**config.mk**
```make
export PLATFORM = sky130hd
export DESIGN_NAME = tape_record_write_read_sequencer
export DESIGN_NICKNAME = d
export VERILOG_FILES = /design/src/tape_seq_pkg.sv /design/src/char_check_if.sv /design/src/tape_record_write_read_sequencer.sv /design/src/char_check.sv
export SDC_FILE = /design/constraint.sdc
export NUM_CORES = 1
export LEC_CHECK = 0
export BUFFER_PORTS_ARGS = -buffer_cell sky130_fd_sc_hd__buf_2
export CAP_MARGIN = 20
export CORE_MARGIN = 2
export CORE_UTILIZATION = 43
export CTS_CLUSTER_SIZE = 14
export DETAILED_ROUTE_END_ITERATION = 10
export PLACE_DENSITY = 0.69
export SLEW_MARGIN = 20
export SYNTH_ARGS = -nofsm -noshare
export SYNTH_HDL_FRONTEND = slang
export SYNTH_SLANG_ARGS = --single-unit
export TNS_END_PERCENT = 1
```
**constraint.sdc**
```tcl
create_clock -name clk_i -period 4.95 [get_ports clk_i]
set_clock_uncertainty 0.1 [all_clocks]
set_input_delay 0.495 -clock clk_i [delete_from_list [all_inputs] [get_ports clk_i]]
set_output_delay 0.495 -clock clk_i [all_outputs]
set_load 0.005 [all_outputs]
```
**src/tape_seq_pkg.sv**
```systemverilog
/*
  shared constants for the tape record sequencer: register map, control and
  status bit positions, counter presets, check polynomial and parity helper.
  assumes it is compiled before every other file of the block.
*/
package tape_seq_pkg;

  // ****************************************************************
  // register map (byte addresses on the word-wide bus)
  // ****************************************************************
  localparam logic [7:0] CTRL_ADDR = 8'h00;
  localparam logic [7:0] STATUS_ADDR = 8'h04;
  localparam logic [7:0] CHECK_ADDR = 8'h08;

  // control register fields
  localparam int CTRL_WRITE_CMD = 0;
  localparam int CTRL_EVEN_PAR = 1;
  localparam int CTRL_SEVEN = 2;
  localparam int CTRL_TAPEMARK = 3;
  localparam int CTRL_FORWARD = 4;
  localparam int CTRL_READ_PATH = 5;
  localparam int CTRL_LAUNCH = 8;
  localparam int CTRL_WIDTH = 6;
  localparam logic [CTRL_WIDTH-1:0] CTRL_RESET = 6'h00;

  // status register fields
  localparam int ST_WRITE_ACTIVE = 0;
  localparam int ST_CRC_ERR = 1;
  localparam int ST_LRC_ERR = 2;
  localparam int ST_VPAR_ERR = 3;
  localparam int ST_TAPEMARK = 4;
  localparam int ST_MORE_TWO = 5;
  localparam int ST_RECORD = 6;
  localparam int ST_CRC_SLOT = 7;
  localparam int ST_LRC_SLOT = 8;

  // ****************************************************************
  // end-of-record counter and file mark figures
  // ****************************************************************
  localparam logic [3:0] EOR_PRESET_NINE = 4'h8;
  localparam logic [3:0] EOR_PRESET_SEVEN = 4'hc;
  localparam logic [2:0] EOR_CRC_COUNT = 3'h3;
  localparam logic [2:0] EOR_LRC_COUNT = 3'h7;
  localparam logic [7:0] MARK_GATES_NINE = 8'h13;
  localparam logic [7:0] MARK_GATES_SEVEN = 8'h0f;
  localparam logic [3:0] GAP_BLANKS = 4'h8;
  localparam logic [1:0] READ_GAP_END = 2'h3;
  localparam logic [1:0] STROBES_TWO = 2'h2;
  localparam logic [1:0] STROBES_MORE = 2'h3;
  localparam logic [8:0] CRC_POLY = 9'h1b1;

  // vertical parity bit for a character: even or odd count of ones
  function automatic logic char_parity(input logic [7:0] ch, input logic even_sel);
    char_parity = (^ch) ^ ~even_sel;
  endfunction

endpackage

```
**src/char_check_if.sv**
```systemverilog
/*
  carrier between the sequencer and one character check generator.
  assumes tick and clear are single-cycle strobes on the sequencer clock.
*/
`timescale 1ns/10ps
interface char_check_if;
  logic tick;
  logic clear;
  logic [8:0] data;
  logic [8:0] crc;
  logic [8:0] lrc;

  modport gen
  (
    input tick,
    input clear,
    input data,
    output crc,
    output lrc
  );

  modport user
  (
    output tick,
    output clear,
    output data,
    input crc,
    input lrc
  );
endinterface

```
**src/tape_record_write_read_sequencer.sv**
```systemverilog
/*
  write and read record sequencer between a tape controller and a tape drive,
  with its mode bits and status reached over an ahb-lite slave.
  assumes all controller and drive pins are asynchronous to clk_i, and the
  drive write clock is much slower (about 160 ns period) than clk_i.
*/
// Implementation choices: the register addresses and register access over AHB-Lite.
`timescale 1ns/10ps
module tape_record_write_read_sequencer
  import tape_seq_pkg::*;
(
  input wire logic clk_i,
  input wire logic reset_i,
  input wire logic hsel_i,
  input wire logic [31:0] haddr_i,
  input wire logic [1:0] htrans_i,
  input wire logic hwrite_i,
  input wire logic [2:0] hsize_i,
  input wire logic [31:0] hwdata_i,
  input wire logic hready_i,
  output logic [31:0] hrdata_o,
  output logic hreadyout_o,
  output logic hresp_o,
  input wire logic drive_write_clock_i,
  input wire logic drive_read_strobe_i,
  input wire logic [8:0] drive_read_data_i,
  input wire logic ctl_data_request_i,
  input wire logic [7:0] ctl_write_data_i,
  output logic [7:0] drive_write_data_o,
  output logic drive_write_parity_o,
  output logic force_channel3_one_o,
  output logic force_parity_one_o,
  output logic drive_write_pulse_o,
  output logic drive_lrc_request_o,
  output logic ctl_write_ack_o,
  output logic [8:0] ctl_read_data_o,
  output logic ctl_read_ack_o,
  output logic ctl_crc_error_o,
  output logic ctl_lrc_error_o,
  output logic ctl_vparity_error_o,
  output logic tapemark_found_o,
  output logic crc_slot_flag_o,
  output logic lrc_slot_flag_o
);

  // ****************************************************************
  // pin synchronisers and edge enables
  // ****************************************************************
  logic [19:0] pin_meta_r;
  logic [19:0] pin_sync_r;
  logic wclk_prev_r;
  logic rstb_prev_r;
  logic wclk_s;
  logic rstb_s;
  logic data_req_s;
  logic [7:0] wdata_s;
  logic [8:0] rdata_s;
  logic wclk_rise;
  logic composite_read_tick;

  // two flops per pin; only the second stage is ever looked at
  always_ff @(posedge clk_i or posedge reset_i)
  begin
    if (reset_i)
    begin
      pin_meta_r <= 20'h00000;
      pin_sync_r <= 20'h00000;
    end
    else
    begin
      pin_meta_r <= {drive_write_clock_i, drive_read_strobe_i, ctl_data_request_i,
                     ctl_write_data_i, drive_read_data_i};
      pin_sync_r <= pin_meta_r;
    end
  end

  assign {wclk_s, rstb_s, data_req_s, wdata_s, rdata_s} = pin_sync_r;

  // edge history for the two drive strobes
  always_ff @(posedge clk_i or posedge reset_i)
  begin
    if (reset_i)
    begin
      wclk_prev_r <= 1'b0;
      rstb_prev_r <= 1'b0;
    end
    else
    begin
      wclk_prev_r <= wclk_s;
      rstb_prev_r <= rstb_s;
    end
  end

  assign wclk_rise = wclk_s & ~wclk_prev_r;
  assign composite_read_tick = rstb_s & ~rstb_prev_r;

  // ****************************************************************
  // ahb-lite slave: control, status and check readback
  // ****************************************************************
  logic [CTRL_WIDTH-1:0] ctrl_r;
  logic launch_r;
  logic wr_pend_r;
  logic [7:0] wr_addr_r;
  logic [31:0] rdata_r;
  logic [31:0] status_word;
  logic addr_phase;
  char_check_if wr_chk();
  char_check_if rd_chk();

  assign addr_phase = hsel_i & htrans_i[1] & hready_i;

  // mode bits written in the data phase; launch bit is a one-cycle pulse
  always_ff @(posedge clk_i or posedge reset_i)
  begin
    if (reset_i)
    begin
      wr_pend_r <= 1'b0;
      wr_addr_r <= 8'h00;
      ctrl_r <= CTRL_RESET;
      launch_r <= 1'b0;
    end
    else
    begin
      wr_pend_r <= addr_phase & hwrite_i;
      wr_addr_r <= haddr_i[7:0];
      launch_r <= 1'b0;
      if (wr_pend_r && wr_addr_r == CTRL_ADDR)
      begin
        ctrl_r <= hwdata_i[CTRL_WIDTH-1:0];
        launch_r <= hwdata_i[CTRL_LAUNCH];
      end
    end
  end

  // read data sampled at the address phase so it stands in the data phase
  always_ff @(posedge clk_i or posedge reset_i)
  begin
    if (reset_i)
      rdata_r <= 32'h00000000;
    else if (addr_phase && !hwrite_i)
    begin
      case (haddr_i[7:0])
        CTRL_ADDR: rdata_r <= {26'h0000000, ctrl_r};
        STATUS_ADDR: rdata_r <= status_word;
        CHECK_ADDR: rdata_r <= {14'h0000, wr_chk.crc, rd_chk.lrc};
        default: rdata_r <= 32'h00000000;
      endcase
    end
  end

  // zero wait states, never an error answer
  always_ff @(posedge clk_i or posedge reset_i)
  begin
    if (reset_i)
    begin
      hreadyout_o <= 1'b0;
      hresp_o <= 1'b0;
    end
    else
    begin
      hreadyout_o <= 1'b1;
      hresp_o <= 1'b0;
    end
  end

  assign hrdata_o = rdata_r;

  logic write_cmd_enable;
  logic even_parity_select;
  logic seven_track_mode;
  logic tapemark_write_select;
  logic forward_motion;
  logic read_path_enabled;
  assign write_cmd_enable = ctrl_r[CTRL_WRITE_CMD];
  assign even_parity_select = ctrl_r[CTRL_EVEN_PAR];
  assign seven_track_mode = ctrl_r[CTRL_SEVEN];
  assign tapemark_write_select = ctrl_r[CTRL_TAPEMARK];
  assign forward_motion = ctrl_r[CTRL_FORWARD];
  assign read_path_enabled = ctrl_r[CTRL_READ_PATH];

  // ****************************************************************
  // write sequence
  // ****************************************************************
  char_check u_write_check (.clk_i(clk_i), .reset_i(reset_i), .chk(wr_chk));

  logic write_active_r;
  logic [3:0] eor_cnt_r;
  logic char_write_tick;
  logic check_char_slot;
  logic crc_slot_w;
  logic lrc_slot_w;
  logic [7:0] wr_char;
  logic [7:0] mark_gates;
  logic zero_even;

  // counter 8 bit gates write clocks into character ticks
  assign char_write_tick = wclk_rise & eor_cnt_r[3];
  // file marks skip the crc slot; seven-track preset makes 3 act as 7
  assign crc_slot_w = ~write_active_r & eor_cnt_r[3] & (eor_cnt_r[2:0] == EOR_CRC_COUNT)
                      & ~tapemark_write_select & ~seven_track_mode;
  assign lrc_slot_w = ~write_active_r & eor_cnt_r[3]
                      & (eor_cnt_r[2:0] == EOR_LRC_COUNT);
  assign check_char_slot = crc_slot_w | lrc_slot_w;

  // file mark: all ones through the mode's output gates
  assign mark_gates = seven_track_mode ? MARK_GATES_SEVEN : MARK_GATES_NINE;
  assign wr_char = tapemark_write_select ? mark_gates : wdata_s;
  assign zero_even = even_parity_select & (wr_char == 8'h00);

  // write_active and the end-of-record counter
  always_ff @(posedge clk_i or posedge reset_i)
  begin
    if (reset_i)
    begin
      write_active_r <= 1'b0;
      eor_cnt_r <= 4'h0;
    end
    else if (launch_r)
    begin
      if (write_cmd_enable)
      begin
        write_active_r <= 1'b1;
        eor_cnt_r <= seven_track_mode ? EOR_PRESET_SEVEN : EOR_PRESET_NINE;
      end
    end
    else if (char_write_tick)
    begin
      if (write_active_r)
      begin
        // request low: this tick carries the last character
        if (!data_req_s)
          write_active_r <= 1'b0;
      end
      else if (lrc_slot_w)
        eor_cnt_r <= 4'h0;
      else
        eor_cnt_r <= eor_cnt_r + 4'h1;
    end
  end

  // output latch: data, crc, or zeros while the drive makes the lrc
  always_ff @(posedge clk_i or posedge reset_i)
  begin
    if (reset_i)
    begin
      drive_write_data_o <= 8'h00;
      drive_write_parity_o <= 1'b0;
      force_channel3_one_o <= 1'b0;
      force_parity_one_o <= 1'b0;
      drive_lrc_request_o <= 1'b0;
    end
    else if (launch_r)
    begin
      drive_write_data_o <= 8'h00;
      drive_write_parity_o <= 1'b0;
      force_channel3_one_o <= 1'b0;
      force_parity_one_o <= 1'b0;
      drive_lrc_request_o <= 1'b0;
    end
    else if (char_write_tick && write_active_r)
    begin
      // zero even character would leave a blank the read side cannot see
      drive_write_data_o <= wr_char | {5'h00, zero_even, 2'h0};
      drive_write_parity_o <= char_parity(wr_char, even_parity_select) | zero_even;
      force_channel3_one_o <= zero_even;
      force_parity_one_o <= zero_even;
    end
    else if (char_write_tick && crc_slot_w)
    begin
      drive_write_data_o <= wr_chk.crc[7:0];
      drive_write_parity_o <= char_parity(wr_chk.crc[7:0], even_parity_select);
      force_channel3_one_o <= 1'b0;
      force_parity_one_o <= 1'b0;
    end
    else if (char_write_tick && lrc_slot_w)
      drive_lrc_request_o <= 1'b0;
    else if (lrc_slot_w && !drive_lrc_request_o)
    begin
      drive_lrc_request_o <= 1'b1;
      drive_write_data_o <= 8'h00;
      drive_write_parity_o <= 1'b0;
      force_channel3_one_o <= 1'b0;
      force_parity_one_o <= 1'b0;
    end
  end

  // record pulses to the drive, acks to the controller (none for marks)
  always_ff @(posedge clk_i or posedge reset_i)
  begin
    if (reset_i)
    begin
      drive_write_pulse_o <= 1'b0;
      ctl_write_ack_o <= 1'b0;
    end
    else
    begin
      drive_write_pulse_o <= char_write_tick & (write_active_r | check_char_slot);
      ctl_write_ack_o <= char_write_tick & write_active_r
                         & ~tapemark_write_select;
    end
  end

  // crc generator takes each body character as it is latched
  assign wr_chk.tick = char_write_tick & write_active_r;
  assign wr_chk.clear = launch_r;
  assign wr_chk.data = {char_parity(wr_char, even_parity_select) | zero_even,
                        wr_char | {5'h00, zero_even, 2'h0}};

  // ****************************************************************
  // read sequence
  // ****************************************************************
  char_check u_read_check (.clk_i(clk_i), .reset_i(reset_i), .chk(rd_chk));

  logic [8:0] rd_latch_r;
  logic checker_clock_pulse_r;
  logic crc_slot_r;
  logic lrc_slot_r;
  logic eor_done_r;
  logic [1:0] rd_gap_r;
  logic [1:0] strobe_cnt_r;
  logic [3:0] gap_cnt_r;
  logic tm_char_flag_r;
  logic more_than_two_chars;
  logic tapemark_detected;
  logic record_in_progress;
  logic tapemark_char_detect;
  logic chk_crc_r;
  logic chk_lrc_r;

  assign more_than_two_chars = (strobe_cnt_r == STROBES_MORE);
  assign tapemark_detected = tapemark_found_o;
  assign record_in_progress = more_than_two_chars | tapemark_detected;
  assign tapemark_char_detect = (rdata_s[7:0] == mark_gates);

  // read latch and its one-shot toward controller and checkers
  always_ff @(posedge clk_i or posedge reset_i)
  begin
    if (reset_i)
    begin
      rd_latch_r <= 9'h000;
      checker_clock_pulse_r <= 1'b0;
      ctl_read_ack_o <= 1'b0;
    end
    else
    begin
      if (composite_read_tick)
        rd_latch_r <= rdata_s;
      checker_clock_pulse_r <= composite_read_tick;
      ctl_read_ack_o <= composite_read_tick;
    end
  end

  // controller sees the character, or the lrc when the path is off
  always_ff @(posedge clk_i or posedge reset_i)
  begin
    if (reset_i)
      ctl_read_data_o <= 9'h000;
    else
      ctl_read_data_o <= read_path_enabled ? rd_latch_r : rd_chk.lrc;
  end

  assign rd_chk.tick = checker_clock_pulse_r;
  assign rd_chk.clear = launch_r;
  assign rd_chk.data = rd_latch_r;

  // check slots: three quiet write clocks end the body; not while writing
  always_ff @(posedge clk_i or posedge reset_i)
  begin
    if (reset_i)
    begin
      rd_gap_r <= 2'h0;
      crc_slot_r <= 1'b0;
      lrc_slot_r <= 1'b0;
      eor_done_r <= 1'b0;
    end
    else if (launch_r)
    begin
      rd_gap_r <= 2'h0;
      crc_slot_r <= 1'b0;
      lrc_slot_r <= 1'b0;
      eor_done_r <= 1'b0;
    end
    else if (checker_clock_pulse_r && crc_slot_r)
    begin
      crc_slot_r <= 1'b0;
      lrc_slot_r <= 1'b1;
    end
    else if (checker_clock_pulse_r && lrc_slot_r)
    begin
      lrc_slot_r <= 1'b0;
      eor_done_r <= 1'b1;
    end
    else if (composite_read_tick)
      rd_gap_r <= 2'h0;
    else if (wclk_rise && record_in_progress && !write_active_r && !eor_done_r
             && !crc_slot_r && !lrc_slot_r)
    begin
      if (rd_gap_r == READ_GAP_END - 2'h1)
      begin
        rd_gap_r <= 2'h0;
        if (seven_track_mode || tapemark_detected)
          lrc_slot_r <= 1'b1;
        else
          crc_slot_r <= 1'b1;
      end
      else
        rd_gap_r <= rd_gap_r + 2'h1;
    end
  end

  // crc and lrc checks one cycle after the check character has been folded in; parity checked on each body character
  always_ff @(posedge clk_i or posedge reset_i)
  begin
    if (reset_i)
    begin
      chk_crc_r <= 1'b0;
      chk_lrc_r <= 1'b0;
      ctl_crc_error_o <= 1'b0;
      ctl_lrc_error_o <= 1'b0;
      ctl_vparity_error_o <= 1'b0;
    end
    else if (launch_r)
    begin
      chk_crc_r <= 1'b0;
      chk_lrc_r <= 1'b0;
      ctl_crc_error_o <= 1'b0;
      ctl_lrc_error_o <= 1'b0;
      ctl_vparity_error_o <= 1'b0;
    end
    else
    begin
      chk_crc_r <= checker_clock_pulse_r & crc_slot_r;
      chk_lrc_r <= checker_clock_pulse_r & lrc_slot_r;
      if (chk_crc_r && forward_motion && rd_chk.crc != 9'h000)
        ctl_crc_error_o <= 1'b1;
      if (chk_lrc_r && forward_motion && rd_chk.lrc != 9'h000)
        ctl_lrc_error_o <= 1'b1;
      if (checker_clock_pulse_r && !crc_slot_r && !lrc_slot_r
          && rd_latch_r[8] != char_parity(rd_latch_r[7:0], even_parity_select))
        ctl_vparity_error_o <= 1'b1;
    end
  end

  // file mark detection: two mark characters then eight blanks
  always_ff @(posedge clk_i or posedge reset_i)
  begin
    if (reset_i)
    begin
      tm_char_flag_r <= 1'b0;
      strobe_cnt_r <= 2'h0;
      gap_cnt_r <= 4'h0;
      tapemark_found_o <= 1'b0;
    end
    else if (launch_r)
    begin
      tm_char_flag_r <= 1'b1;
      strobe_cnt_r <= 2'h0;
      gap_cnt_r <= 4'h0;
      tapemark_found_o <= 1'b0;
    end
    else if (composite_read_tick)
    begin
      // the and with itself keeps a cleared flag cleared
      tm_char_flag_r <= tm_char_flag_r & tapemark_char_detect;
      gap_cnt_r <= 4'h0;
      if (strobe_cnt_r != STROBES_MORE)
        strobe_cnt_r <= strobe_cnt_r + 2'h1;
      if (strobe_cnt_r == STROBES_TWO)
        tm_char_flag_r <= 1'b0;
    end
    else if (wclk_rise && strobe_cnt_r == STROBES_TWO && gap_cnt_r != GAP_BLANKS)
    begin
      gap_cnt_r <= gap_cnt_r + 4'h1;
      if (gap_cnt_r == GAP_BLANKS - 4'h1 && tm_char_flag_r)
        tapemark_found_o <= 1'b1;
    end
  end

  assign crc_slot_flag_o = crc_slot_r;
  assign lrc_slot_flag_o = lrc_slot_r;

  // status word for software
  always_comb
  begin
    status_word = 32'h00000000;
    status_word[ST_WRITE_ACTIVE] = write_active_r;
    status_word[ST_CRC_ERR] = ctl_crc_error_o;
    status_word[ST_LRC_ERR] = ctl_lrc_error_o;
    status_word[ST_VPAR_ERR] = ctl_vparity_error_o;
    status_word[ST_TAPEMARK] = tapemark_found_o;
    status_word[ST_MORE_TWO] = more_than_two_chars;
    status_word[ST_RECORD] = record_in_progress;
    status_word[ST_CRC_SLOT] = crc_slot_r;
    status_word[ST_LRC_SLOT] = lrc_slot_r;
  end

endmodule

```
**src/char_check.sv**
```systemverilog
/*
  cyclic and longitudinal check accumulators over a stream of characters.
  assumes the user clears it at the start of each operation.
*/
`timescale 1ns/10ps
module char_check
  import tape_seq_pkg::*;
(
  input wire logic clk_i,
  input wire logic reset_i,
  char_check_if.gen chk
);

  // ****************************************************************
  // accumulators
  // ****************************************************************
  logic [8:0] crc_r;
  logic [8:0] lrc_r;
  logic [8:0] crc_nxt;

  // shift with feedback, then fold in the character
  always_comb
  begin
    crc_nxt = {crc_r[7:0], 1'b0} ^ (crc_r[8] ? CRC_POLY : 9'h000) ^ chk.data;
  end

  // cyclic check accumulator; clear beats a tick of the same cycle
  always_ff @(posedge clk_i or posedge reset_i)
  begin
    if (reset_i)
      crc_r <= 9'h000;
    else if (chk.clear)
      crc_r <= 9'h000;
    else if (chk.tick)
      crc_r <= crc_nxt;
  end

  // longitudinal check is a plain running xor per channel
  always_ff @(posedge clk_i or posedge reset_i)
  begin
    if (reset_i)
      lrc_r <= 9'h000;
    else if (chk.clear)
      lrc_r <= 9'h000;
    else if (chk.tick)
      lrc_r <= lrc_r ^ chk.data;
  end

  assign chk.crc = crc_r;
  assign chk.lrc = lrc_r;

endmodule

```
======== Yosys cells after proc, flatten, opt, wreduce, memory -nomap -nowiden ========
Index checks and enable logic that the tools add are counted.
storage, ports and cells
  bits in registers ....................... 173
  bits of input ports ..................... 94
  output and inout bits ................... 64
  logic and storage cells ................. 256
operators by class
  add/sub/neg operators ................... 4
  equal/unequal tests ..................... 24
  multiplexer cells ....................... 86
  bitwise logic cells ..................... 37
  reduce and logical (&&, ||, !) cells .... 68
operators with widths
  cell                   count
  $mux W9                9
  $pmux W18 S3           1
  $mux W1                51
  $mux W8                6
  $xor A9 B9 Y9          5
  $mux W4                8
  $logic_not A8 Y1       3
  $reduce_xor A8 Y1      3
  $logic_and A1 B1 Y1    23
  $reduce_bool A2 Y1     11
  $and A1 B1 Y1          18
  $mux W2                9
  $reduce_bool A9 Y1     2
  $reduce_bool A4 Y1     4
  $reduce_bool A3 Y1     5
  $ne A2 B2 Y1 const B   7
  $reduce_and A3 Y1      4
  $add A4 B1 Y4 const B  2
  $eq A8 B3 Y1 const B   1
  $eq A8 B4 Y1 const B   1
  $eq A8 B5 Y1           1
  $ne A4 B4 Y1 const B   2
  $or A8 B3 Y8           1
  $reduce_and A2 Y1      4
  other kinds (19)       38

======== Depth between registers and ports, before layout ========
Gate-level depths: netlist of run 1.
  depth in word-level cells ............... 12
  depth in mapped cells ................... 9
  mapped depth without buffers ............ 8

======== By module ========
Synthesis of run 1 repeated with hierarchy kept, for this count alone.
second synthesis, totals
  cells, all modules ...................... 605
  area total of the unflattened synthesis .. 7240.7 um^2
modules (own cells, without submodules)
  module                            times used  cells each  area each (um^2)
  tape_record_write_read_sequencer  1           441         5496.5
  char_check                        2           82          872.1

======== Worst setup path after synthesis of run 1 ========
Ideal clock, no wire load.
  path type ............................... register to register
  start ................................... reg ctrl_r[3]
  end ..................................... reg u_write_check.crc_r[8], in the netlist u_write_check.chk.crc[8]
  library setup time ...................... 125 ps
  arrival time ............................ 2394 ps
  required time ........................... 4725 ps
  setup slack ............................. 2331 ps
  cell stages (with the launch flop) ...... 9
  clock period less this slack ............ 2619 ps
  path through ............................ dfrtp_1 > buf_1 > mux2i_1 > ha_1 > xnor3_1 > xnor2_1 > nand3_1 > a21oi_1 > mux2_2
between the ends
  word-level cells in the longest chain between the ends .. 7
  elaborated cells on any way between the ends .. 9
  classes of those cells .................. 3 x mux; 4 x bitwise; 2 x reduce/logical
RTL lines
  what                                                   RTL line                                                     text
  start, declared                                        tape_record_write_read_sequencer.sv:100                      logic [CTRL_WIDTH-1:0] ctrl_r;
  start signal, assigned                                 tape_record_write_read_sequencer.sv:129                      ctrl_r <= hwdata_i[CTRL_WIDTH-1:0];
  $mux W8 (*)                                            tape_record_write_read_sequencer.sv:207                      assign wr_char = tapemark_write_select ? mark_gates : wdata_s;
  $reduce_xor A8 Y1 or $logic_not A8 Y1 (tied branches)  tape_seq_pkg.sv:54, tape_record_write_read_sequencer.sv:208
  $xor A1 B1 Y1 or $and A1 B1 Y1 (tied branches)         tape_seq_pkg.sv:54, tape_record_write_read_sequencer.sv:208
  $or A1 B1 Y1 (*)                                       tape_record_write_read_sequencer.sv:306                      assign wr_chk.data = {char_parity(wr_char, even_parity_select) | zero_even,
  $xor A9 B9 Y9 (*)                                      char_check.sv:24                                             crc_nxt = {crc_r[7:0], 1'b0} ^ (crc_r[8] ? CRC_POLY : 9'h000) ^ chk.data;
  $mux W9 (*)                                            char_check.sv:34                                             else if (chk.tick)
  $mux W9 (*)                                            char_check.sv:32                                             else if (chk.clear)
  end signal, assigned                                   char_check.sv:35                                             crc_r <= crc_nxt;
  end, declared                                          char_check.sv:17                                             logic [8:0] crc_r;
Mark *: on every way between the ends. The rest lies on a longest branch, timed or not. The select of a mux whose other input is x is not followed.
A chain may end at the register's enable or synchronous reset.

======== Worst setup path in the final report of run 1 ========
Same ends and word-level chain as after synthesis.

==> results of run 1 <==
[area by class of cell]
type | count | area (sq um) | share of cell area [%]
multi-input cells | 364 | 2460 | 31.5
repair buffers | 92 | 468 | 5.99
well taps | 188 | 235 | 3.01
flip-flops and latches | 159 | 3980 | 50.9
inverters | 13 | 56.3 | 0.720
clock inverters | 14 | 183 | 2.34
clock buffers | 18 | 429 | 5.49
[through the flow]
step	total power [mW]	utilization [%]	worst slack, ns	std cells	instance area (sq um)
after floorplan	2.26	-	0.0634	578	6720
after global placement	2.45	47.4	2.15	816	7200
after detailed placement	2.49	47.4	2.06	816	7200
after CTS	3.84	51.4	2.06	848	7810
after global routing	4.01	51.4	1.91	848	7820
final	3.81	51.4	2.06	848	7820
[report_power, final]
| part | leakage (nW) | internal [mW] | total [mW] | switching (mW) |
|---|---|---|---|---|
| clock | 0.292 | 0.804 | 1.34 | 0.532 |
| combinational | 1.41 | 0.387 | 0.705 | 0.319 |
| sequential | 1.95 | 1.52 | 1.76 | 0.247 |
[worst max-delay path, stage by stage (launching register included)]
cell and delay (ns):
dfrtp_1 0.63, mux2i_1 0.43, ha_1 0.32, xnor3_1 0.35
xnor2_1 0.26, nand3_1 0.11, a21oi_1 0.21, mux2_2 0.36
[cell usage after synthesis (10+ instances only)]
cell type	number	area [sq um]
nor2b_1	10	62.6
mux2i_1	13	130
clkbuf_1	20	75.1
buf_4	16	120
nor2_1	59	221
xnor2_1	37	324
inv_1	13	48.8
dfrtp_1	159	3980
a21oi_1	19	95.1
o21ai_0	19	95.1
mux2_2	26	293
ha_1	11	138
nand2_1	46	173
xor2_1	17	149
[flip-flops by register name, indices dropped and copies added (netlist names), 9 cells and up]
| register | flops |
|---|---|
| pin_sync_r | 20 |
| u_read_check.chk.lrc | 9 |
| pin_meta_r | 20 |
| hrdata_o | 18 |
| ctl_read_data_o | 9 |
| rd_chk.data | 9 |
| u_write_check.chk.crc | 9 |
| u_read_check.chk.crc | 9 |
[logic make-up (layout without fill, tap and decap cells)]
family / Yosys count / in the layout
AND/OR/NAND/NOR: 157 / 157
adder cells (fa/ha/maj): 11 / 11
buffers and inverters: 55 / 137
XOR/XNOR: 56 / 56
other: 2 / 16
multiplexers: 39 / 39
flip-flops: 159 / 159
AO/OA/AOI/OAI: 85 / 85
[metal layers]
layer / part of all wire, % / up-vias / track usage (%)
met5: 0 / - / 0
met3: 5.4 / 13 / 4.28
met2: 47 / 133 / 26.3
li1: - / 2066 / -
met4: 1.2 / 0 / 6.39
met1: 46 / 2150 / 24.1
[worst max path at each step]
stage | from | endpoint | slack [ns] | cells past startpoint
after floorplan | reset_i | checker_clock_pulse_r | 0.06 | 1
after global placement | ctrl_r[3] | u_write_check.chk.crc[8] | 2.15 | 7
after detailed placement | ctrl_r[3] | u_write_check.chk.crc[8] | 2.06 | 7
after CTS | ctrl_r[3] | u_write_check.chk.crc[8] | 2.06 | 7
after global routing | ctrl_r[3] | u_write_check.chk.crc[8] | 1.91 | 7
final | ctrl_r[3] | u_write_check.chk.crc[8] | 2.06 | 7
==> flow_summary.json, run 1 <==
{
  "count_of_flip_flops_with_a_built_in_enable_after_synthesis": 0,
  "ir_drop_mv": 0.260,
  "post_cts_resized": 0,
  "cts_buffer_count": 17,
  "synth-seq-cells": 159,
  "hold-path-cell-count": 1,
  "timing_hold_violations_final": 0,
  "endpoint_kind": "register",
  "setup_total_negative_slack_ns": 0,
  "area_fraction_in_compound_gates_after_synthesis_pct": 8.71,
  "pin_count_of_the_biggest_net_entering_global_routing": 123,
  "synth_top_family_by_area": "simple AND/OR/NAND/NOR gates",
  "clock_tree.root_cell": "clkbuf_16",
  "timing.final.setup_violations": 0,
  "reg2reg_depth": 7,
  "flow.area_growth_from_synthesis_pct": 17.2,
  "clkSinkCount": 159,
  "startpoint_type": "register",
  "critPathKind": "reg -> reg",
  "syn_area_cell_sq_um": 11.8,
  "ys_async_sr_fraction_pct": 100,
  "post_synth_xor_area_fraction_pct": 7.77,
  "buffer_depth_of_the_longest_clock_path": 2,
  "grt-ovfl-total": 0,
  "drive_above_1_share_pct": 23.5,
  "clock_insertion_delay_worst_skew_ns": 0.42,
  "r2r_start": "ctrl_r[3]",
  "htreeDepth": 4,
  "worst_hold_path_type": "in -> reg",
  "hold_end": "pin_meta_r[10]",
  "antenna_violations_before_repair": 0,
  "most-common-layout-cells": "dfrtp_1 (159), buf_2 (89), nor2_1 (59), nand2_1 (46), xnor2_1 (37)",
  "reg2reg_slack_ns": 2.06,
  "num_io_pins": 158,
  "gpl.final_weighted_congestion": 0.860,
  "detail_route.first_pass.iterations": 5,
  "yosys_warnings": 0,
  "die_width_um": 129,
  "dr.first_iter.drc_count": 283,
  "drcViolationCount": 0,
  "fill_cells": 1307,
  "route.vias.total": 4362,
  "yosys.cell_types.count": 53,
  "netlist_area_sq_um": 6670,
  "wl_um": 13600,
  "worst-endpoint-required_ns": 5.16,
  "netlist_instances": 564,
  "seq_area_frac_synth_pct": 59.7,
  "muxShareOfSynthArea_pct": 6.34,
  "number_of_hold_buffers_added_after_cts": 0,
  "core_region_area_sq_um": 15200,
  "outcome": "complete, no violations",
  "worstPathArrival_ns": 3.10,
  "drt-vias-per-instance": 5.14,
  "grtUsageTotal_pct": 17.2,
  "floorplan.die_area_sq_um": 16500,
  "drt-wirelength-per-cell_um": 16.0,
  "period_needed_ns": 2.89,
  "max_clock_freq_mhz": 346,
  "synth_adder_area_share_pct": 2.06,
  "first_global_vias": 4261,
  "post-cts-setup-buffer-count": 0,
  "setup_repair_after_global_routing_missed_its_margin": "no",
  "main_synth_ff_type": "dfrtp_1",
  "global_route_wire_length_before_repair_um": 22100,
  "timing.max_cap.violations": 0,
  "clkTransAtPathRegs_ns": 0.06,
  "dieHeight_um": 129,
  "buffer_ports.inserted": 89,
  "worstMarginPinSlew_ns": 0.982,
  "detailedPlacementHpwl_um": 9500,
  "timing.hold.ws_ns": 0.0781,
  "regToRegEndpoint": "u_write_check.chk.crc[8]",
  "total_leakage_power_nw": 3.66,
  "start_util_pct": 43.9,
  "rows": 45,
  "powerDensity_nw_per_um2": 487,
  "finish.net_count": 752,
  "postRouteAntennaNets": 0,
  "final_max_slew_viol_count": 0,
  "antenna_diode_count": 0,
  "yosys.area_share.simple_pct": 11.2,
  "crit_path_max_fanout": 12,
  "layout.cells.most_common": "dfrtp_1",
  "hp-start": "ctl_write_data_i[1]",
  "relSlewSlack_pct": 34.5,
  "cts_tree": "done",
  "final.period_utilization_pct": 58.4
}
Power figures use the tool's default switching activity.
==> run 2, diff against run 1 <==
--- a/config.mk
+++ b/config.mk
@@ -5,13 +5,14 @@
 export SDC_FILE = /design/constraint.sdc
 export NUM_CORES = 1
 export LEC_CHECK = 0
+export ABC_AREA = 1
 export BUFFER_PORTS_ARGS = -buffer_cell sky130_fd_sc_hd__buf_2
 export CAP_MARGIN = 20
 export CORE_MARGIN = 2
 export CORE_UTILIZATION = 43
 export CTS_CLUSTER_SIZE = 14
 export DETAILED_ROUTE_END_ITERATION = 10
-export PLACE_DENSITY = 0.69
+export PLACE_DENSITY = 0.66
 export SLEW_MARGIN = 20
 export SYNTH_ARGS = -nofsm -noshare
 export SYNTH_HDL_FRONTEND = slang
==> constraint.sdc (replaced) <==
create_clock -name clk_i -period 2.75 [get_ports clk_i]
set_clock_uncertainty 0.1 [all_clocks]
set_input_delay 0.275 -clock clk_i [delete_from_list [all_inputs] [get_ports clk_i]]
set_output_delay 0.275 -clock clk_i [all_outputs]
set_load 0.005 [all_outputs]
==> flow_summary.json, run 2 <==
{
  "outcome": "complete, no violations",
  "cts_buffer_count": 17,
  "max_clock_freq_mhz": 442,
  "endpoint_kind": "register",
  "yosys_warnings": 0,
  "fill_cells": 1405,
  "floorplan.die_area_sq_um": 17000,
  "layout.cells.most_common": "nand2_1",
  "drt-vias-per-instance": 4.85,
  "preCtsSetupSlack_ns": 0.496,
  "period_needed_ns": 2.26,
  "global_route_wire_length_before_repair_um": 24800,
  "most-common-layout-cells": "nand2_1 (175), dfrtp_1 (159), buf_2 (89), inv_1 (86), o21ai_0 (60)",
  "number_of_hold_buffers_added_after_cts": 37,
  "htreeDepth": 4,
  "final.period_utilization_pct": 82.2,
  "yosys.cell_types.count": 43,
  "rows": 46,
  "startpoint_type": "register",
  "dr.first_iter.drc_count": 340,
  "flow.area_growth_from_synthesis_pct": 23.8,
  "drive_above_1_share_pct": 16.8,
  "wl_um": 15300,
  "die_width_um": 130,
  "detail_route.first_pass.iterations": 5,
  "post-cts-setup-buffer-count": 0,
  "clock_insertion_delay_worst_skew_ns": 0.42,
  "critPathKind": "reg -> reg",
  "clock_tree.root_cell": "clkbuf_16",
  "clkTransAtPathRegs_ns": 0.07,
  "postRouteAntennaNets": 0,
  "setup_total_negative_slack_ns": 0,
  "finish.net_count": 979,
  "post_cts_resized": 0,
  "worst-endpoint-required_ns": 2.96,
  "synth.most_common_cell": "nand2_1",
  "antenna_violations_before_repair": 0,
  "main_synth_ff_type": "dfrtp_1",
  "drt-wirelength-per-cell_um": 13.9,
  "powerDensity_nw_per_um2": 784,
  "synth.top_cells.by_area": "dfrtp_1 (58%), nand2_1 (9.6%), inv_1 (4.8%)",
  "grtUsageTotal_pct": 19.1,
  "netlist_instances": 737,
  "ys_async_sr_fraction_pct": 100,
  "drcViolationCount": 0,
  "relSlewSlack_pct": 51.9,
  "buffer_depth_of_the_longest_clock_path": 2,
  "num_io_pins": 158,
  "worst_hold_path_type": "in -> reg",
  "setup_repair_after_global_routing_missed_its_margin": "no",
  "ir_drop_mv": 0.438,
  "timing.final.setup_violations": 0,
  "worstMarginPinSlew_ns": 0.720,
  "synth-seq-cells": 159,
  "finalWorstSetupSlack_ns": 0.489,
  "timing.max_cap.violations": 0,
  "antenna_diode_count": 0,
  "timing_hold_violations_final": 0,
  "first_global_vias": 4944,
  "start_util_pct": 43.7,
  "buffer_ports.inserted": 89,
  "clkSinkCount": 159,
  "count_of_flip_flops_with_a_built_in_enable_after_synthesis": 0,
  "grt-ovfl-total": 0,
  "seq_area_frac_synth_pct": 58.0,
  "final_max_slew_viol_count": 0,
  "core_region_area_sq_um": 15700,
  "netlist_area_sq_um": 6860,
  "cts_tree": "done",
  "crit_path_max_fanout": 8,
  "yosysTopAreaCellShare_pct": 58.0,
  "syn_area_cell_sq_um": 9.31,
  "pin_count_of_the_biggest_net_entering_global_routing": 61,
  "dieHeight_um": 130,
  "ys_top_cells_by_count": "nand2_1 (175), dfrtp_1 (159), inv_1 (87), o21ai_0 (60), nand3_1 (37)",
  "detailedPlacementHpwl_um": 10800,
  "route.vias.total": 5345,
  "gpl.final_weighted_congestion": 0.850,
  "post-synth-top-area-cell": "dfrtp_1",
  "worstPathArrival_ns": 2.47,
  "total_leakage_power_nw": 4.29
}
run 2: cells by family after synthesis:
family	share of synthesized area (%)
AND/OR/NAND/NOR	18.5
flip-flops	58.0
AO/OA/AOI/OAI	10.1
buffers and inverters	7.86
XOR/XNOR	3.32
adder cells (fa/ha/maj)	2.01
other	0.109
multiplexers	0.164
run 2: area by class of cell:
class | count | area, sq um | area share [%]
clock inverters | 14 | 148 | 1.74
multi-input cells | 467 | 2390 | 28.2
clock buffers | 18 | 429 | 5.05
well taps | 216 | 270 | 3.18
inverters | 92 | 349 | 4.11
flip-flops and latches | 159 | 3980 | 46.9
repair buffers | 137 | 923 | 10.9
run 2: final timing paths:
check	startpoint	end	slack, ns	depth (start not counted)
setup / recovery	ctrl_r[3]	drive_write_parity_o	0.49	13
hold / removal	htrans_i[1]	wr_pend_r	0.02	3
hold reg to reg	pin_meta_r[16]	pin_sync_r[16]	0.25	0
min in group asynchronous	reset_i	pin_meta_r[3]	0.41	3
max in group asynchronous	reset_i	ctl_read_data_o[4]	1.36	4
setup reg to reg	ctrl_r[3]	drive_write_parity_o	0.49	13
run 2: through the flow:
step / cell area (sq um) / power [mW] / hold slack [ns] / util [%] / cells
2_1_floorplan: 6920 / 3.97 / 0.206 / - / 751
3_3_place_gp: 7540 / 4.34 / 0.233 / 48.0 / 1034
5_1_grt: 8490 / 7.07 / 0.0114 / 54.0 / 1103
6_report: 8490 / 6.66 / 0.0157 / 54.0 / 1103
3_5_place_dp: 7540 / 4.38 / 0.235 / 48.0 / 1034
4_1_cts: 8490 / 6.72 / 0.00501 / 54.0 / 1103
run 2: worst max-delay path: stages, from the launching register on:
cell	delay (ns)
dfrtp_1	0.50
inv_1	0.20
a21oi_1	0.33
ha_1	0.30
inv_1	0.06
nand2_1	0.05
nand2_1	0.07
inv_1	0.04
nand2_1	0.06
nand2_1	0.05
nand2_1	0.05
nand3_1	0.13
a21oi_2	0.14
a21oi_1	0.07
run 2: metal layers:
metal	GRT usage [%]	part of all wire, %	vias to the layer above
li1	-	-	2650
met2	28.9	45	141
met3	5.21	6.8	23
met5	0	0	-
met4	6.39	2.0	0
met1	26.7	46	2531
run 2: report_power, final:
| group | internal, mW | switching, mW |
|---|---|---|
| Sequential | 2.71 | 0.337 |
| Clock | 1.28 | 1.00 |
| Combinational | 0.589 | 0.744 |
==> run 3, diff against run 2 <==
--- a/config.mk
+++ b/config.mk
@@ -12,7 +12,7 @@
 export CORE_UTILIZATION = 43
 export CTS_CLUSTER_SIZE = 14
 export DETAILED_ROUTE_END_ITERATION = 10
-export PLACE_DENSITY = 0.66
+export PLACE_DENSITY = 0.69
 export SLEW_MARGIN = 20
 export SYNTH_ARGS = -nofsm -noshare
 export SYNTH_HDL_FRONTEND = slang
==> constraint.sdc (replaced) <==
create_clock -name clk_i -period 2 [get_ports clk_i]
set_clock_uncertainty 0.1 [all_clocks]
set_input_delay 0.2 -clock clk_i [delete_from_list [all_inputs] [get_ports clk_i]]
set_output_delay 0.2 -clock clk_i [all_outputs]
set_load 0.005 [all_outputs]
==> flow_summary.json, run 3 (same netlist as run 2, synthesis figures left out) <==
{
  "outcome": "complete, no violations",
  "finish.utilization_pct": 54.9,
  "postRouteAntennaNets": 0,
  "critPathKind": "reg -> reg",
  "max_clock_freq_mhz": 520,
  "drt-vias-per-instance": 4.86,
  "crit_path_max_fanout": 5,
  "gpl.final_weighted_congestion": 0.881,
  "first_global_vias": 5120,
  "clkTransAtPathRegs_ns": 0.07,
  "power.switching_fraction_pct": 32.3,
  "most-common-layout-cells": "nand2_1 (174), dfrtp_1 (158), buf_2 (89), inv_1 (84), o21ai_0 (60)",
  "global_route_wire_length_before_repair_um": 25400,
  "grt-ovfl-total": 0,
  "timing.final.setup_violations": 0,
  "clkSinkCount": 159,
  "power.share.sequential_pct": 45.7,
  "buffer_ports.inserted": 89,
  "floorplan.die_area_sq_um": 17000,
  "dp_cells": 1044,
  "endpoint_kind": "register",
  "startpoint_type": "register",
  "clock_insertion_delay_worst_skew_ns": 0.43,
  "sequential_cell_area_sq_um": 3980,
  "worstPathArrival_ns": 2.14,
  "num_io_pins": 158,
  "core_region_area_sq_um": 15700,
  "intPower_mw": 6.21,
  "drcViolationCount": 0,
  "multiInputGateArea_sq_um": 2420,
  "power.net_switching_mw": 2.97,
  "count_of_non_filler_cells_in_the_finished_layout": 1115,
  "clock_tree.root_cell": "clkbuf_16",
  "drive_above_1_share_pct": 18.7,
  "wl_um": 15400,
  "fill_cells": 1415,
  "relSlewSlack_pct": 59.0,
  "worst-endpoint-required_ns": 2.21,
  "cts_buffer_count": 17,
  "cts_tree": "done",
  "timing.hold.ws_ns": 0.217,
  "setup_repair_after_global_routing_missed_its_margin": "yes",
  "timing_hold_violations_final": 0,
  "layout.cells.most_common": "nand2_1",
  "ir_drop_mv": 0.659,
  "dr.first_iter.drc_count": 425,
  "rows": 46,
  "worstMarginPinSlew_ns": 0.615,
  "start_util_pct": 43.7,
  "pin_count_of_the_biggest_net_entering_global_routing": 58,
  "clockPowerShare_pct": 34.0,
  "drt-wirelength-per-cell_um": 13.8,
  "detailedPlacementHpwl_um": 11000,
  "powerDensity_nw_per_um2": 1060,
  "final.period_utilization_pct": 96.1,
  "dieHeight_um": 130,
  "antenna_diode_count": 0,
  "antenna_violations_before_repair": 0,
  "grtUsageTotal_pct": 19.5,
  "detail_route.first_pass.iterations": 5,
  "total_leakage_power_nw": 4.36,
  "p_total_mw": 9.18,
  "pwr-share-comb_pct": 20.3,
  "finish.net_count": 991,
  "route.vias.total": 5422,
  "timing.max_cap.violations": 0,
  "htreeDepth": 4,
  "worst_hold_path_type": "in -> reg",
  "flow.area_growth_from_synthesis_pct": 25.7,
  "final_max_slew_viol_count": 0,
  "setup_total_negative_slack_ns": 0,
  "period_needed_ns": 1.92,
  "buffer_depth_of_the_longest_clock_path": 2,
  "die_width_um": 130
}
## run 3: per-stage QoR
| step | instance area (sq um) | setup WS, ns |
|---|---|---|
| 2_1_floorplan | 6920 | -0.315 |
| 3_3_place_gp | 7630 | 0.0755 |
| 3_5_place_dp | 7630 | 0.0181 |
| 4_1_cts | 8580 | 0.00707 |
| 5_1_grt | 8620 | -0.0617 |
| 6_report | 8620 | 0.0781 |
## run 3: worst max-delay path: stages, from the launching register on
cell and delay, ns:
dfrtp_2 0.45, buf_4 0.15, nor2_1 0.17, ha_1 0.30, xnor2_1 0.17, nand2_1 0.08
nand3_1 0.08, nand3_2 0.11, a21oi_2 0.13, a21oi_1 0.06
## run 3: routing by layer
metal	share of wire [%]	GRT usage (%)	vias to the layer above
met4	1.8	6.96	0
met1	46	27.0	2575
met2	46	29.8	154
met5	0	0	-
li1	-	-	2671
met3	5.8	5.25	22
## run 3: area by class of cell
type / instances / share of cell area [%]
Timing Repair Buffer: 149 / 11.9
Multi-Input combinational cell: 467 / 28.0
Clock inverter: 15 / 1.70
Inverter: 92 / 4.08
Tap cell: 216 / 3.14
Clock buffer: 17 / 4.94
Sequential cell: 159 / 46.2
## run 3: power by group through the flow
stage                     clock, mW  combinational [mW]  sequential (mW)
after floorplan                   0                1.34             4.12
after global placement            0                1.74             4.23
after detailed placement          0                1.80             4.24
after CTS                      3.18                1.87             4.19
after global routing           3.35                2.15             4.26
final                          3.12                1.86             4.20
## run 3: worst paths after layout
path / start / end / slack (ns) / cells past startpoint
setup / recovery: ctrl_r[3] / drive_write_parity_o / 0.08 / 9
hold / removal: htrans_i[1] / hrdata_o[7] / 0.22 / 6
setup reg to reg: ctrl_r[3] / drive_write_parity_o / 0.08 / 9
hold reg to reg: pin_meta_r[14] / pin_sync_r[14] / 0.25 / 0
max in group asynchronous: reset_i / ctrl_r[3] / 1.16 / 4
min in group asynchronous: reset_i / pin_sync_r[18] / 0.34 / 4
## run 3: timing repair
action,4_1_cts,5_1_grt
endpoints found under the setup margin,0,5
hold endpoints to repair,195,0
buffers inserted,0,1
hold buffers,38,0
resized for setup,0,9
